==> src/fsp_pkg.sv <==
// Purpose: Shared constants for the flash protection and programming port
// Assumes: clk_sys at 20 MHz
// Notes:   Mode patterns are ordered {ctrl_a, ctrl_b, ctrl_c, ctrl_d}
package fsp_pkg;
   localparam logic [15:0] SEC_ADDR      = 16'hBFFF;
   localparam logic [7:0]  SEC_ON        = 8'h50;
   localparam logic [7:0]  SEC_OFF_ZERO  = 8'h00;
   localparam logic [7:0]  SEC_OFF_ONES  = 8'hFF;
   localparam logic [15:0] SIG_ADDR_LO   = 16'h0030;
   localparam logic [15:0] SIG_ADDR_HI   = 16'h0031;
   localparam logic [15:0] BOOT_START    = 16'h0000;
   localparam logic [15:0] USER_START    = 16'h0000;
   localparam logic [1:0]  UBS_BOOT_FULL = 2'h3;
   localparam logic [1:0]  UBS_USER      = 2'h0;
   localparam logic [7:0]  DATA_IDLE     = 8'h00;

   // Function codes
   localparam logic [3:0] FC_NONE        = 4'h0;
   localparam logic [3:0] FC_BYTE        = 4'h5;
   localparam logic [3:0] FC_PAGE_ERASE  = 4'hC;
   localparam logic [3:0] FC_BLOCK_ERASE = 4'h3;
   localparam logic [3:0] FC_FULL_ERASE  = 4'hA;

   // Parallel mode control patterns
   localparam logic [3:0] MODE_ERASE  = 4'hD;
   localparam logic [3:0] MODE_PROG   = 4'hB;
   localparam logic [3:0] MODE_VERIFY = 4'h3;
   localparam logic [3:0] MODE_SIG    = 4'h0;

   // Timing
   localparam int CLK_HZ          = 20_000_000;
   localparam int BYTE_WRITE_US   = 2500;
   localparam int PAGE_ERASE_US   = 5000;
   localparam int BYTE_WRITE_CYC  = BYTE_WRITE_US * (CLK_HZ / 1_000_000);
   localparam int PAGE_ERASE_CYC  = PAGE_ERASE_US * (CLK_HZ / 1_000_000);
   localparam int CNT_W           = 17;
   localparam int BAUD            = 9600;
   localparam int BIT_CYC         = CLK_HZ / BAUD;
   localparam int BAUD_W          = 12;
   localparam logic [BAUD_W-1:0] BIT_LAST  = BAUD_W'(BIT_CYC - 1);
   localparam logic [BAUD_W-1:0] HALF_LAST = BAUD_W'(BIT_CYC / 2 - 1);
   localparam int DATA_BITS       = 8;
   localparam logic [2:0] DATA_LAST = 3'h7;
   localparam int ZERO_BIT        = 7;
endpackage : fsp_pkg

==> src/fsp_op_if.sv <==
// Purpose: Carrier between the operation sequencer and its duration timer
// Assumes: One operation at a time
// Notes:   done is a one-cycle pulse at the end of busy
`timescale 1ns/1ns
interface fsp_op_if;
   logic                 start;
   logic [16:0]          cycles;
   logic                 busy;
   logic                 done;
   modport ctrl (output start, output cycles, input busy, input done);
   modport tmr  (input start, input cycles, output busy, output done);
endinterface : fsp_op_if

==> src/boot_rx.sv <==
// Purpose: Serial boot link receiver, one start, eight data, one stop
// Assumes: rxd synchronous to clk_sys, idle high
// Notes:   Frame error when the last data bit is not 0 or stop is low
`timescale 1ns/1ns
module boot_rx
   import fsp_pkg::*;
(
   input  wire logic       clk_sys,
   input  wire logic       rst_n,
   input  wire logic       enable,
   input  wire logic       rxd,
   output logic [7:0]      rx_data_r,
   output logic            rx_valid_r,
   output logic            rx_err_r
);
   typedef enum logic [1:0] {RX_IDLE, RX_START, RX_DATA, RX_STOP} rx_state_t;
   rx_state_t         st_r;
   logic [BAUD_W-1:0] tick_r;
   logic [2:0]        bit_r;
   logic [7:0]        sh_r;

   always_ff @(posedge clk_sys or negedge rst_n) begin
      if (!rst_n) begin
         st_r       <= RX_IDLE;
         tick_r     <= '0;
         bit_r      <= '0;
         sh_r       <= '0;
         rx_data_r  <= '0;
         rx_valid_r <= 1'b0;
         rx_err_r   <= 1'b0;
      end else begin
         rx_valid_r <= 1'b0;
         rx_err_r   <= 1'b0;
         if (tick_r != '0) begin
            tick_r <= tick_r - BAUD_W'(1);
         end else begin
            case (st_r)
               RX_IDLE: if (enable && !rxd) begin
                  st_r   <= RX_START;
                  tick_r <= HALF_LAST;
               end
               RX_START: begin
                  st_r   <= rxd ? RX_IDLE : RX_DATA;
                  tick_r <= BIT_LAST;
                  bit_r  <= '0;
               end
               RX_DATA: begin
                  sh_r   <= {rxd, sh_r[7:1]};
                  tick_r <= BIT_LAST;
                  bit_r  <= bit_r + 3'h1;
                  if (bit_r == DATA_LAST) st_r <= RX_STOP;
               end
               RX_STOP: begin
                  st_r <= RX_IDLE;
                  // Last data bit must be 0 and a stop bit present
                  if (rxd && !sh_r[ZERO_BIT]) begin
                     rx_data_r  <= sh_r;
                     rx_valid_r <= 1'b1;
                  end else begin
                     rx_err_r <= 1'b1;
                  end
               end
               default: st_r <= RX_IDLE;
            endcase
         end
      end
   end
endmodule : boot_rx

==> src/flash_security_program_port.sv <==
// Purpose: Protection state, access gating and programming port of the program flash
// Assumes: Flash array is outside; flash_rdata follows flash_addr_r within one cycle
// Notes:   Security byte and boot straps are caught on the first edge after reset
`timescale 1ns/1ns
module flash_security_program_port
   import fsp_pkg::*;
#(
   parameter int           BYTE_CYCLES  = BYTE_WRITE_CYC,
   parameter int           ERASE_CYCLES = PAGE_ERASE_CYC,
   parameter logic [7:0]   SIG_BYTE_LO  = 8'hA5, // Arbitrary value
   parameter logic [7:0]   SIG_BYTE_HI  = 8'h5A  // Arbitrary value
)
(
   input  wire logic       clk_sys,
   input  wire logic       rst_n,
   input  wire logic       reset_pin,
   input  wire logic       program_store_strobe_n,
   input  wire logic       external_access_n,
   input  wire logic       oscillator_select,
   input  wire logic       ctrl_a,
   input  wire logic       ctrl_b,
   input  wire logic       ctrl_c,
   input  wire logic       ctrl_d,
   input  wire logic       write_enable_strobe_n,
   input  wire logic [7:0] port1_in,
   input  wire logic [5:0] port2_in,
   input  wire logic [1:0] port3_addr_in,
   input  wire logic [7:0] port0_in,
   output logic [7:0]      port0_out_r,
   output logic            port0_oe_r,
   input  wire logic [7:0] flash_rdata,
   output logic [15:0]     flash_addr_r,
   output logic [7:0]      flash_wdata_r,
   output logic            flash_prog_r,
   output logic            flash_erase_r,
   output logic [3:0]      flash_erase_kind_r,
   input  wire logic       fetch_internal,
   input  wire logic       code_read_req,
   output logic            code_read_grant_r,
   input  wire logic       fcb_wr,
   input  wire logic [3:0] fcb_wdata,
   output logic [3:0]      function_code_field_r,
   input  wire logic       op_go,
   input  wire logic [15:0] op_addr,
   input  wire logic [7:0] op_data,
   output logic            hv_r,
   output logic            op_done_r,
   output logic            prot_r,
   output logic [1:0]      user_boot_select_r,
   output logic            boot_map_full_r,
   output logic [15:0]     exec_start_r,
   input  wire logic       boot_rxd,
   output logic [7:0]      boot_rx_data_r,
   output logic            boot_rx_valid_r,
   output logic            boot_rx_err_r
);
   typedef enum logic [1:0] {ST_IDLE, ST_RUN, ST_END} op_state_t;

   fsp_op_if op ();

   op_state_t    st_r;
   logic         started_r;
   logic         we_n_prev_r;
   logic         full_r;
   logic         start_r;
   logic [16:0]  cyc_r;
   logic         boot_mode_r;

   logic         par_mode;
   logic [3:0]   mode;
   logic [15:0]  pin_addr;
   logic         we_fall;
   logic         par_erase_go;
   logic         par_prog_go;
   logic         boot_go;
   logic         prot_sample;

   assign par_mode = reset_pin && !program_store_strobe_n
                     && external_access_n && oscillator_select;
   assign mode     = {ctrl_a, ctrl_b, ctrl_c, ctrl_d};
   assign pin_addr = {port3_addr_in, port2_in, port1_in};
   assign we_fall  = we_n_prev_r && !write_enable_strobe_n;
   assign par_erase_go = par_mode && we_fall && (mode == MODE_ERASE);
   assign par_prog_go  = par_mode && we_fall && (mode == MODE_PROG) && !prot_r;
   assign boot_go  = !par_mode && op_go && (function_code_field_r != FC_NONE);
   // Only the two patterns 00 and FF leave the part open
   assign prot_sample = (flash_rdata != SEC_OFF_ZERO) && (flash_rdata != SEC_OFF_ONES);

   assign op.start  = start_r;
   assign op.cycles = cyc_r;

   op_timer u_timer (
      .clk_sys (clk_sys),
      .rst_n   (rst_n),
      .op      (op)
   );

   boot_rx u_rx (
      .clk_sys    (clk_sys),
      .rst_n      (rst_n),
      .enable     (boot_mode_r),
      .rxd        (boot_rxd),
      .rx_data_r  (boot_rx_data_r),
      .rx_valid_r (boot_rx_valid_r),
      .rx_err_r   (boot_rx_err_r)
   );

   // First edge after reset release: catch straps and security byte
   always_ff @(posedge clk_sys or negedge rst_n) begin
      if (!rst_n) started_r <= 1'b0;
      else        started_r <= 1'b1;
   end

   always_ff @(posedge clk_sys or negedge rst_n) begin
      if (!rst_n) we_n_prev_r <= 1'b1;
      else        we_n_prev_r <= write_enable_strobe_n;
   end

   // Protection state, loaded only once per reset
   always_ff @(posedge clk_sys or negedge rst_n) begin
      if (!rst_n) begin
         prot_r <= 1'b1;
      end else if (!started_r) begin
         prot_r <= prot_sample;
      end else if (op.done && full_r) begin
         prot_r <= 1'b0;
      end
   end

   // Boot mode straps
   always_ff @(posedge clk_sys or negedge rst_n) begin
      if (!rst_n) begin
         boot_mode_r        <= 1'b0;
         user_boot_select_r <= UBS_USER;
         boot_map_full_r    <= 1'b0;
         exec_start_r       <= USER_START;
      end else if (!started_r) begin
         if (!program_store_strobe_n && !external_access_n) begin
            boot_mode_r        <= 1'b1;
            user_boot_select_r <= UBS_BOOT_FULL;
            boot_map_full_r    <= 1'b1;
            exec_start_r       <= BOOT_START;
         end
      end
   end

   // Function code field
   always_ff @(posedge clk_sys or negedge rst_n) begin
      if (!rst_n) begin
         function_code_field_r <= FC_NONE;
      end else if (fcb_wr) begin
         if (fetch_internal || !prot_r || fcb_wdata == FC_FULL_ERASE) begin
            function_code_field_r <= fcb_wdata;
         end
      end
   end

   // Code read gating
   always_ff @(posedge clk_sys or negedge rst_n) begin
      if (!rst_n) code_read_grant_r <= 1'b0;
      else        code_read_grant_r <= code_read_req && (fetch_internal || !prot_r);
   end

   // Operation sequencer
   always_ff @(posedge clk_sys or negedge rst_n) begin
      if (!rst_n) begin
         st_r               <= ST_IDLE;
         start_r            <= 1'b0;
         cyc_r              <= '0;
         full_r             <= 1'b0;
         flash_prog_r       <= 1'b0;
         flash_erase_r      <= 1'b0;
         flash_erase_kind_r <= FC_NONE;
         flash_wdata_r      <= DATA_IDLE;
         hv_r               <= 1'b0;
         op_done_r          <= 1'b0;
      end else begin
         start_r   <= 1'b0;
         op_done_r <= 1'b0;
         case (st_r)
            ST_IDLE: begin
               if (started_r && par_erase_go) begin
                  // One strobe, one erase
                  st_r               <= ST_RUN;
                  start_r            <= 1'b1;
                  cyc_r              <= CNT_W'(ERASE_CYCLES);
                  full_r             <= 1'b1;
                  flash_erase_r      <= 1'b1;
                  flash_erase_kind_r <= FC_FULL_ERASE;
                  hv_r               <= 1'b1;
               end else if (started_r && par_prog_go) begin
                  st_r          <= ST_RUN;
                  start_r       <= 1'b1;
                  cyc_r         <= CNT_W'(BYTE_CYCLES);
                  full_r        <= 1'b0;
                  flash_prog_r  <= 1'b1;
                  flash_wdata_r <= port0_in;
                  hv_r          <= 1'b1;
               end else if (started_r && boot_go) begin
                  st_r    <= ST_RUN;
                  start_r <= 1'b1;
                  hv_r    <= 1'b1;
                  full_r  <= (function_code_field_r == FC_FULL_ERASE);
                  if (function_code_field_r == FC_BYTE) begin
                     cyc_r         <= CNT_W'(BYTE_CYCLES);
                     flash_prog_r  <= 1'b1;
                     flash_wdata_r <= op_data;
                  end else begin
                     cyc_r              <= CNT_W'(ERASE_CYCLES);
                     flash_erase_r      <= 1'b1;
                     flash_erase_kind_r <= function_code_field_r;
                  end
               end
            end
            ST_RUN: begin
               if (op.done) begin
                  st_r               <= ST_END;
                  flash_prog_r       <= 1'b0;
                  flash_erase_r      <= 1'b0;
                  flash_erase_kind_r <= FC_NONE;
                  hv_r               <= 1'b0;
                  op_done_r          <= 1'b1;
               end
            end
            ST_END: begin
               // Wait for the strobe to rise before another parallel op
               if (write_enable_strobe_n || !par_mode) st_r <= ST_IDLE;
            end
            default: st_r <= ST_IDLE;
         endcase
      end
   end

   // Flash address: security byte first, then pins or boot call
   always_ff @(posedge clk_sys or negedge rst_n) begin
      if (!rst_n) begin
         flash_addr_r <= SEC_ADDR;
      end else if (st_r == ST_IDLE && started_r) begin
         if (par_mode) flash_addr_r <= pin_addr;
         else          flash_addr_r <= op_addr;
      end
   end

   // Port 0 read-back for verify and signature
   always_ff @(posedge clk_sys or negedge rst_n) begin
      if (!rst_n) begin
         port0_out_r <= DATA_IDLE;
         port0_oe_r  <= 1'b0;
      end else if (par_mode && write_enable_strobe_n && mode == MODE_SIG) begin
         port0_oe_r <= 1'b1;
         if (pin_addr == SIG_ADDR_LO)      port0_out_r <= SIG_BYTE_LO;
         else if (pin_addr == SIG_ADDR_HI) port0_out_r <= SIG_BYTE_HI;
         else                              port0_out_r <= DATA_IDLE;
      end else if (par_mode && write_enable_strobe_n && mode == MODE_VERIFY
                   && !prot_r && st_r == ST_IDLE) begin
         port0_oe_r  <= 1'b1;
         port0_out_r <= flash_rdata;
      end else begin
         port0_oe_r  <= 1'b0;
         port0_out_r <= DATA_IDLE;
      end
   end
endmodule : flash_security_program_port

==> src/op_timer.sv <==
// Purpose: Fixed-length duration timer for write and erase operations
// Assumes: start is ignored while busy
// Notes:   busy stands for exactly cycles clocks
`timescale 1ns/1ns
module op_timer
   import fsp_pkg::*;
(
   input  wire logic    clk_sys,
   input  wire logic    rst_n,
   fsp_op_if.tmr        op
);
   logic [CNT_W-1:0] cnt_r;
   logic             busy_r;
   logic             done_r;

   assign op.busy = busy_r;
   assign op.done = done_r;

   always_ff @(posedge clk_sys or negedge rst_n) begin
      if (!rst_n) begin
         cnt_r  <= '0;
         busy_r <= 1'b0;
         done_r <= 1'b0;
      end else begin
         done_r <= 1'b0;
         if (!busy_r && op.start) begin
            cnt_r  <= op.cycles - CNT_W'(1);
            busy_r <= 1'b1;
         end else if (busy_r) begin
            if (cnt_r == '0) begin
               busy_r <= 1'b0;
               done_r <= 1'b1;
            end else begin
               cnt_r <= cnt_r - CNT_W'(1);
            end
         end
      end
   end
endmodule : op_timer

==> config.mk <==
export PLATFORM = sky130hd
export DESIGN_NAME = flash_security_program_port
export DESIGN_NICKNAME = d
export VERILOG_FILES = /design/src/fsp_pkg.sv /design/src/fsp_op_if.sv /design/src/boot_rx.sv /design/src/flash_security_program_port.sv /design/src/op_timer.sv
export SDC_FILE = /design/constraint.sdc
export NUM_CORES = 1
export LEC_CHECK = 0
export BUFFER_PORTS_ARGS = -buffer_cell sky130_fd_sc_hd__buf_4
export CAP_MARGIN = 25
export CORE_MARGIN = 4
export CORE_UTILIZATION = 45
export CTS_BUF_LIST = sky130_fd_sc_hd__clkbuf_2 sky130_fd_sc_hd__clkbuf_4 sky130_fd_sc_hd__clkbuf_8
export CTS_CLUSTER_DIAMETER = 150
export CTS_CLUSTER_SIZE = 20
export DETAILED_ROUTE_END_ITERATION = 12
export GPL_TIMING_DRIVEN = 0
export PLACE_DENSITY = 0.74
export SYNTH_ARGS = -nofsm -noshare
export SYNTH_HDL_FRONTEND = slang
export SYNTH_HIERARCHICAL = 1
export SYNTH_SLANG_ARGS = --single-unit
==> constraint.sdc <==
create_clock -name clk_sys -period 7.4 [get_ports clk_sys]
set_input_delay 0.74 -clock clk_sys [delete_from_list [all_inputs] [get_ports clk_sys]]
set_output_delay 0.74 -clock clk_sys [all_outputs]
set_load 0.01 [all_outputs]
# Yosys cells after proc, flatten, opt, wreduce, memory -nomap -nowiden
# Cells that the tools add are included.
[op_classes] n_addsub=4 bitwise=3 muxes=75 reduce_logical=66 eq_ne=29
[ops] op="$mux W17" n=7
[ops] op="$mux W8" n=6
[ops] op="$mux W1" n=37
[ops] op="$sub A17 B1 Y17 const B" n=2
[ops] op="$eq A16 B6 Y1 const B" n=2
[ops] op="$logic_and A1 B1 Y1" n=26
[ops] op="$mux W12" n=2
[ops] op="$pmux W12 S2" n=1
[ops] op="$mux W4" n=5
[ops] op="$logic_not A17 Y1" n=1
[ops] op="$eq A4 B4 Y1 const B" n=4
[ops] op="$mux W16" n=1
[ops] op="$mux W2" n=8
[ops] op="$ne A3 B3 Y1 const B" n=5
[ops] op="$reduce_and A2 Y1" n=7
[ops] op="$reduce_and A3 Y1" n=4
[ops] op="$reduce_bool A12 Y1" n=1
[ops] op="$sub A12 B1 Y12 const B" n=1
[ops] op="$ne A2 B1 Y1 const B" n=5
[ops] op="$reduce_and A5 Y1" n=2
[ops] op="$reduce_bool A2 Y1" n=5
[ops] op="$logic_not A1 Y1" n=8
[ops] op="$ne A8 B8 Y1 const B" n=1
[ops] op="$pmux W2 S4" n=1
[ops] op="23 further kinds" n=35
[word_totals] input_bits=76 reg_bits=126 output_inout_bits=76 wordCells=207

# Logic depth before layout (Yosys ltp)
[logic_depth] depth_word=12 ltp_mapped=12 mapped_depth_nobuf=9

# By module
# The synthesis kept the hierarchy.
[by_module_without_submodules] mod="flash_security_program_port" cells_per_inst=264 seq_area_each_um2=1447.6 n_inst=1 area_each_um2=2856.5
[by_module_without_submodules] mod="boot_rx" cells_per_inst=141 seq_area_each_um2=875.8 n_inst=1 area_each_um2=1680.4
[by_module_without_submodules] mod="op_timer" cells_per_inst=213 seq_area_each_um2=475.5 n_inst=1 area_each_um2=1677.9

# Worst setup path before layout
# OpenSTA, ideal clock, no wires.
[synth_timing] kind="register to register" start="reg u_timer.busy_r (netlist: u_timer/op.busy)" end="reg u_timer.cnt_r[14]" path_slack_ns=4.518 required_time_ns=7.318 arrival_ns=2.800 setup_time_ns=0.082 path_buffers=3 period_less_slack_ns=2.882 stages_incl_launch_ff=13 path_cell_list="dfrtp_1 > nand2b_1 > buf_2 > clkbuf_1 > buf_1 > mux2i_1 > ha_1 > inv_1 > a211oi_1 > nor3b_2 > nand3_2 > or3_1 > a31oi_1"
[synth_via] elab_chain_cells=4 word_cells_on_any_way=6 classes_between="eq/ne: 1; mux: 1; reduce/logical: 4"
[synth_lines] element="start: declaration" line="op_timer.sv:13" source="logic busy_r;"
[synth_lines] element="start signal: assignment" line="op_timer.sv:22" source="busy_r <= 1'b0;"
[synth_lines] element="start signal: assignment" line="op_timer.sv:28" source="busy_r <= 1'b1;"
[synth_lines] element="start signal: assignment" line="op_timer.sv:31" source="busy_r <= 1'b0;"
[synth_lines] element="$logic_not A1 Y1" line="op_timer.sv:26" source="if (!busy_r && op.start) begin"
[synth_lines] element="$logic_and A1 B1 Y1" line="op_timer.sv:26"
[synth_lines] element="$ne A2 B1 Y1 (no source line) / $reduce_bool A2 Y1 (equally long branches)"
[synth_lines] element="$reduce_and A2 Y1 (no source line)"
[synth_lines] element="end signal: assignment" line="op_timer.sv:27" source="cnt_r <= op.cycles - CNT_W'(1);"
[synth_lines] element="end signal: assignment" line="op_timer.sv:34" source="cnt_r <= cnt_r - CNT_W'(1);"
[synth_lines] element="end: declaration" line="op_timer.sv:12" source="logic [CNT_W-1:0] cnt_r;"
# Parallel ways exist; a longest one is shown, timed or not.
# A chain may end at the register's enable or synchronous reset.

# Worst setup path after layout
[layout_timing] start="reg start_r (netlist: op.start)" end="reg u_timer.cnt_r[14]"
[layout_via] elab_chain_cells=3 word_cells_on_any_way=5 classes_between="eq/ne: 1; mux: 1; reduce/logical: 3"
[layout_lines] element="start: declaration" line="flash_security_program_port.sv:65" source="logic start_r;"
[layout_lines] element="start signal: assignment" line="flash_security_program_port.sv:168" source="start_r <= 1'b0;"
[layout_lines] element="start signal: assignment" line="flash_security_program_port.sv:178" source="start_r <= 1'b0;"
[layout_lines] element="start signal: assignment" line="flash_security_program_port.sv:185" source="start_r <= 1'b1;"
[layout_lines] element="$logic_and A1 B1 Y1 (*)" line="op_timer.sv:26"
[layout_lines] element="$ne A2 B1 Y1 (no source line) / $reduce_bool A2 Y1 (equally long branches)"
[layout_lines] element="$reduce_and A2 Y1 (no source line)"
# Every way passes the cells marked *; elsewhere a longest branch is shown, timed or not.

==> results.md <==
- Post-Synth Simple-Gate Area: 0.214
- Least-Margin Pin Slew: 717 ps
- Post-CTS sizing: 0
- Antenna cell count: 0
- CTS Hold Buffers Added: 0
- Core area: 0.0134 mm²
- Commonest non-fill, non-tap cell in the layout: buf_4
- Final hold vios: 0
- CP Cell Sequence: nand2b_1 -> buf_2 -> clkbuf_1 -> buf_1 -> mux2i_1 -> ha_1 -> inv_1 -> a211oi_1 -> nor3b_2 -> nand3_2 -> or3_1 -> a31oi_1
- Global-route wire length before repair: 27000 µm
- Largest family of logic cells by synthesized area: simple AND/OR/NAND/NOR gates
- Crit path DAT: 4000 ps
- Synth Flop Type: dfrtp_1
- Total wire length: 16300 µm
- Synth Area in Adders: 0.0201
- Post-synthesis area per instance: 10.1 µm²
- CTS tree: done
- Unrepaired setup endpoints after global routing: false
- CTS root buf: clkbuf_8
- Largest cells by area after synthesis: dfrtp_1, dfstp_2, mux2_2
- DP Cell Count: 967
- Post-route insts no fill: 983
- Final Core Density: 0.582
- Slowest CP cell: nor3b_2
- Xor-xnor portion of the synthesized cell area: 0.0141
- Clk buf depth: 2
- Delay-heaviest family, CP: simple AND/OR/NAND/NOR gates
- Post-synthesis compound-gate area fraction: 0.148
- Mapped Cells: 618
- Number of max-cap violations: 0
- Detailed-route via count: 5334
- Max Slew Vio Count: 0
- Net Sw Frac: 0.345
- Total track usage: 0.208
- Post-synth EDFFs: 0
- Pre-antenna DRT Iters: 5
- Critical Path RT: 7710 ps
- Post-synthesis mux area share: 0.0993
- Seq/Total Area, Yosys: 0.450
- Cts bufs inserted: 9
- Fraction of registers with async set/reset: 1.00
- Area added between synthesis and finish: 25.5%
- Antenna Nets Post-Route: 0
- Final Setup Violations: 0
- Fraction of layout cells with a size suffix above 1: 0.325
- Worst Path Buf+Inv: 4
- Synth area leader: dfrtp_1
- Run status: complete, no violations
- Routability Congestion: 0.967
- Startpoint types: flop
- Top cell type's share of synthesized area: 0.378
- Ys Warns: 6
- Full die area: 0.0158 mm²
- PD cells: 212 mW/mm²
- Reg clk slew, reported paths: 110 ps
- Worst skew pair latency: 390 ps
- Initial drt markers: 380
- Initial Utilization: 0.464
- Die Wd: 126 µm
- Distinct cells, synth: 83
- Nets: 888
- Post-DP HPWL: 12400 µm
- Worst clock skew: 13.7 ps
- Post-CTS Setup Bufs: 0
- Chip height: 126 µm
- Clock Power Share: 0.214
- Area of the multi-input gates: 0.00323 mm²
- Largest net degree at the start of global routing: 69
- WHS: 342 ps
- Drt drc: 0
- Critical path endpoint category: flop
- Vias in the first global route: 5604
- CTS sink count: 111
- Overflow after GRT: 0
- Fin crit share: 0.499
- Crit path largest cell delay: 590 ps
- Floorplan row count: 42
- Switching power total: 571 µW
- Critical-path maximum fanout: 10
- Maximum vdd drop: 143 µV
- Internal power: 1080 µW
- Initial antenna violation count: 0
- H-tree levels: 3
- Design area: 0.00780 mm²
- Relative slew margins: 0.520
- Register area: 0.00280 mm²
- Leakage power total: 0.00373 µW
- IO buf count: 135
- Crit path kind: flop to flop
- Share of total power in combinational logic: 0.283
- DR WL/cell: 16.6 µm
- Netlist Area Pre-Place: 0.00621 mm²
- Placement Cell Area: 0.00761 mm²
- Sequential share of power: 0.502
- Type of the worst min-delay path: input pin to asynchronous set/reset pin
- Ports: 152
- Setup_tns: 0 ps
- Seq cells post-synth: 111
- Via/cell ratio: 5.43
- Fillers: 1184
- Min cycle time layout: 3690 ps
- Most frequent cells in the layout: buf_4, dfrtp_1, nand2_1
- Maximum clock rate: 0.271 GHz
## synthesized netlist by cell type, drive strengths merged, types with 3 or more instances
cell type and instances:
mux2i 14, nand4 7, buf 29, nand3 18
nand3b 3, o22ai 3, or4 4, nand2b 8
o21bai 3, o211ai 3, inv 17, dfstp 17
dfrtp 94, o21ai 18, nor3b 4, mux2 40
nand2 64, a21oi 27, nor2b 7, a31oi 22
or2 4, a22o 3, clkbuf 14, or3 15
ha 10, nor4 12, nor2 56, nor3 16
a211oi 6, nor4bb 3, xnor2 3, and2 7
a21bo 3, and3 3, a2111oi 4, o2bb2ai 3
xor2 7, a21o 14, o31ai 6
## state kept, by name, summed over array words and instances (netlist names), 2 cells and up, named ones only
signal,count
u_timer/cnt_r,17
function_code_field_r,4
port0_out_r,8
u_rx/bit_r,3
u_rx/tick_r,12
flash_wdata_r,8
flash_erase_kind_r,4
cyc_r,3
flash_addr_r,16
st_r,2
u_rx/rx_data_r,8
u_rx/sh_r,8
## per-stage QoR
step | power [µW] | setup slack, ps
after global placement | 1280 | 3910
after detailed placement | 1310 | 3820
after CTS | 1670 | 3780
final | 1660 | 3710
after global routing | 1760 | 3440
after floorplan | 1090 | 4520
## worst reg2reg max path, delay by kind of cell, from the launching register on
kind            cells  cell delay (ps)
compound gates      2              380
simple gates        4             1230
buf+inv             4              920
mux                 1              300
fa+ha+maj           1              270
flops               1              520
## cell type report
cell class                      instances  area share
Sequential cell                       111       0.359
Inverter                               17     0.00818
Multi-Input combinational cell        484       0.414
Buffer                                 43      0.0337
Clock inverter                          5     0.00562
Tap cell                              176      0.0282
Timing Repair Buffer                  136       0.134
Clock buffer                           11      0.0178
## power by group through the flow
stage | Combinational [µW] | Sequential, µW | Clock, µW
detailed placement | 470 | 838 | 0
global route | 519 | 848 | 394
floorplan | 260 | 831 | 0
finish | 469 | 831 | 355
CTS | 468 | 829 | 370
global placement | 452 | 833 | 0
## kinds of logic (layout without fill, tap and decap cells)
family	Yosys count	count (layout)
AOI/OAI and AO/OA	131	131
xor gates and xnor gates	10	10
adders and majority gates	10	10
buffers and inverters	60	212
DFF	111	111
muxes	54	54
other	2	39
and+or+nand+nor	240	240
## metal layers
| layer | up-vias | global-route usage | wire (µm) |
|---|---|---|---|
| li1 | 2536 | - | - |
| met1 | 2529 | 0.238 | 6290 |
| met2 | 237 | 0.355 | 7940 |
| met3 | 32 | 0.0861 | 1650 |
| met4 | 0 | 0.0682 | 423 |
| met5 | - | 0 | 0 |
## path summary, 6_finish.rpt
check / startpoint / end / slack (ps) / cells past startpoint
setup / recovery: op.start / u_timer/cnt_r[14] / 3710 / 12
hold / removal: rst_n / u_timer/op.busy / 340 / 1
setup reg to reg: op.start / u_timer/cnt_r[14] / 3710 / 12
hold reg to reg: u_rx/tick_r[9] / u_rx/tick_r[9] / 490 / 1
max in group asynchronous: rst_n / flash_addr_r[9] / 6260 / 2
min in group clk_sys: write_enable_strobe_n / we_n_prev_r / 480 / 1
No activity file was read; power rests on OpenSTA's default activity.
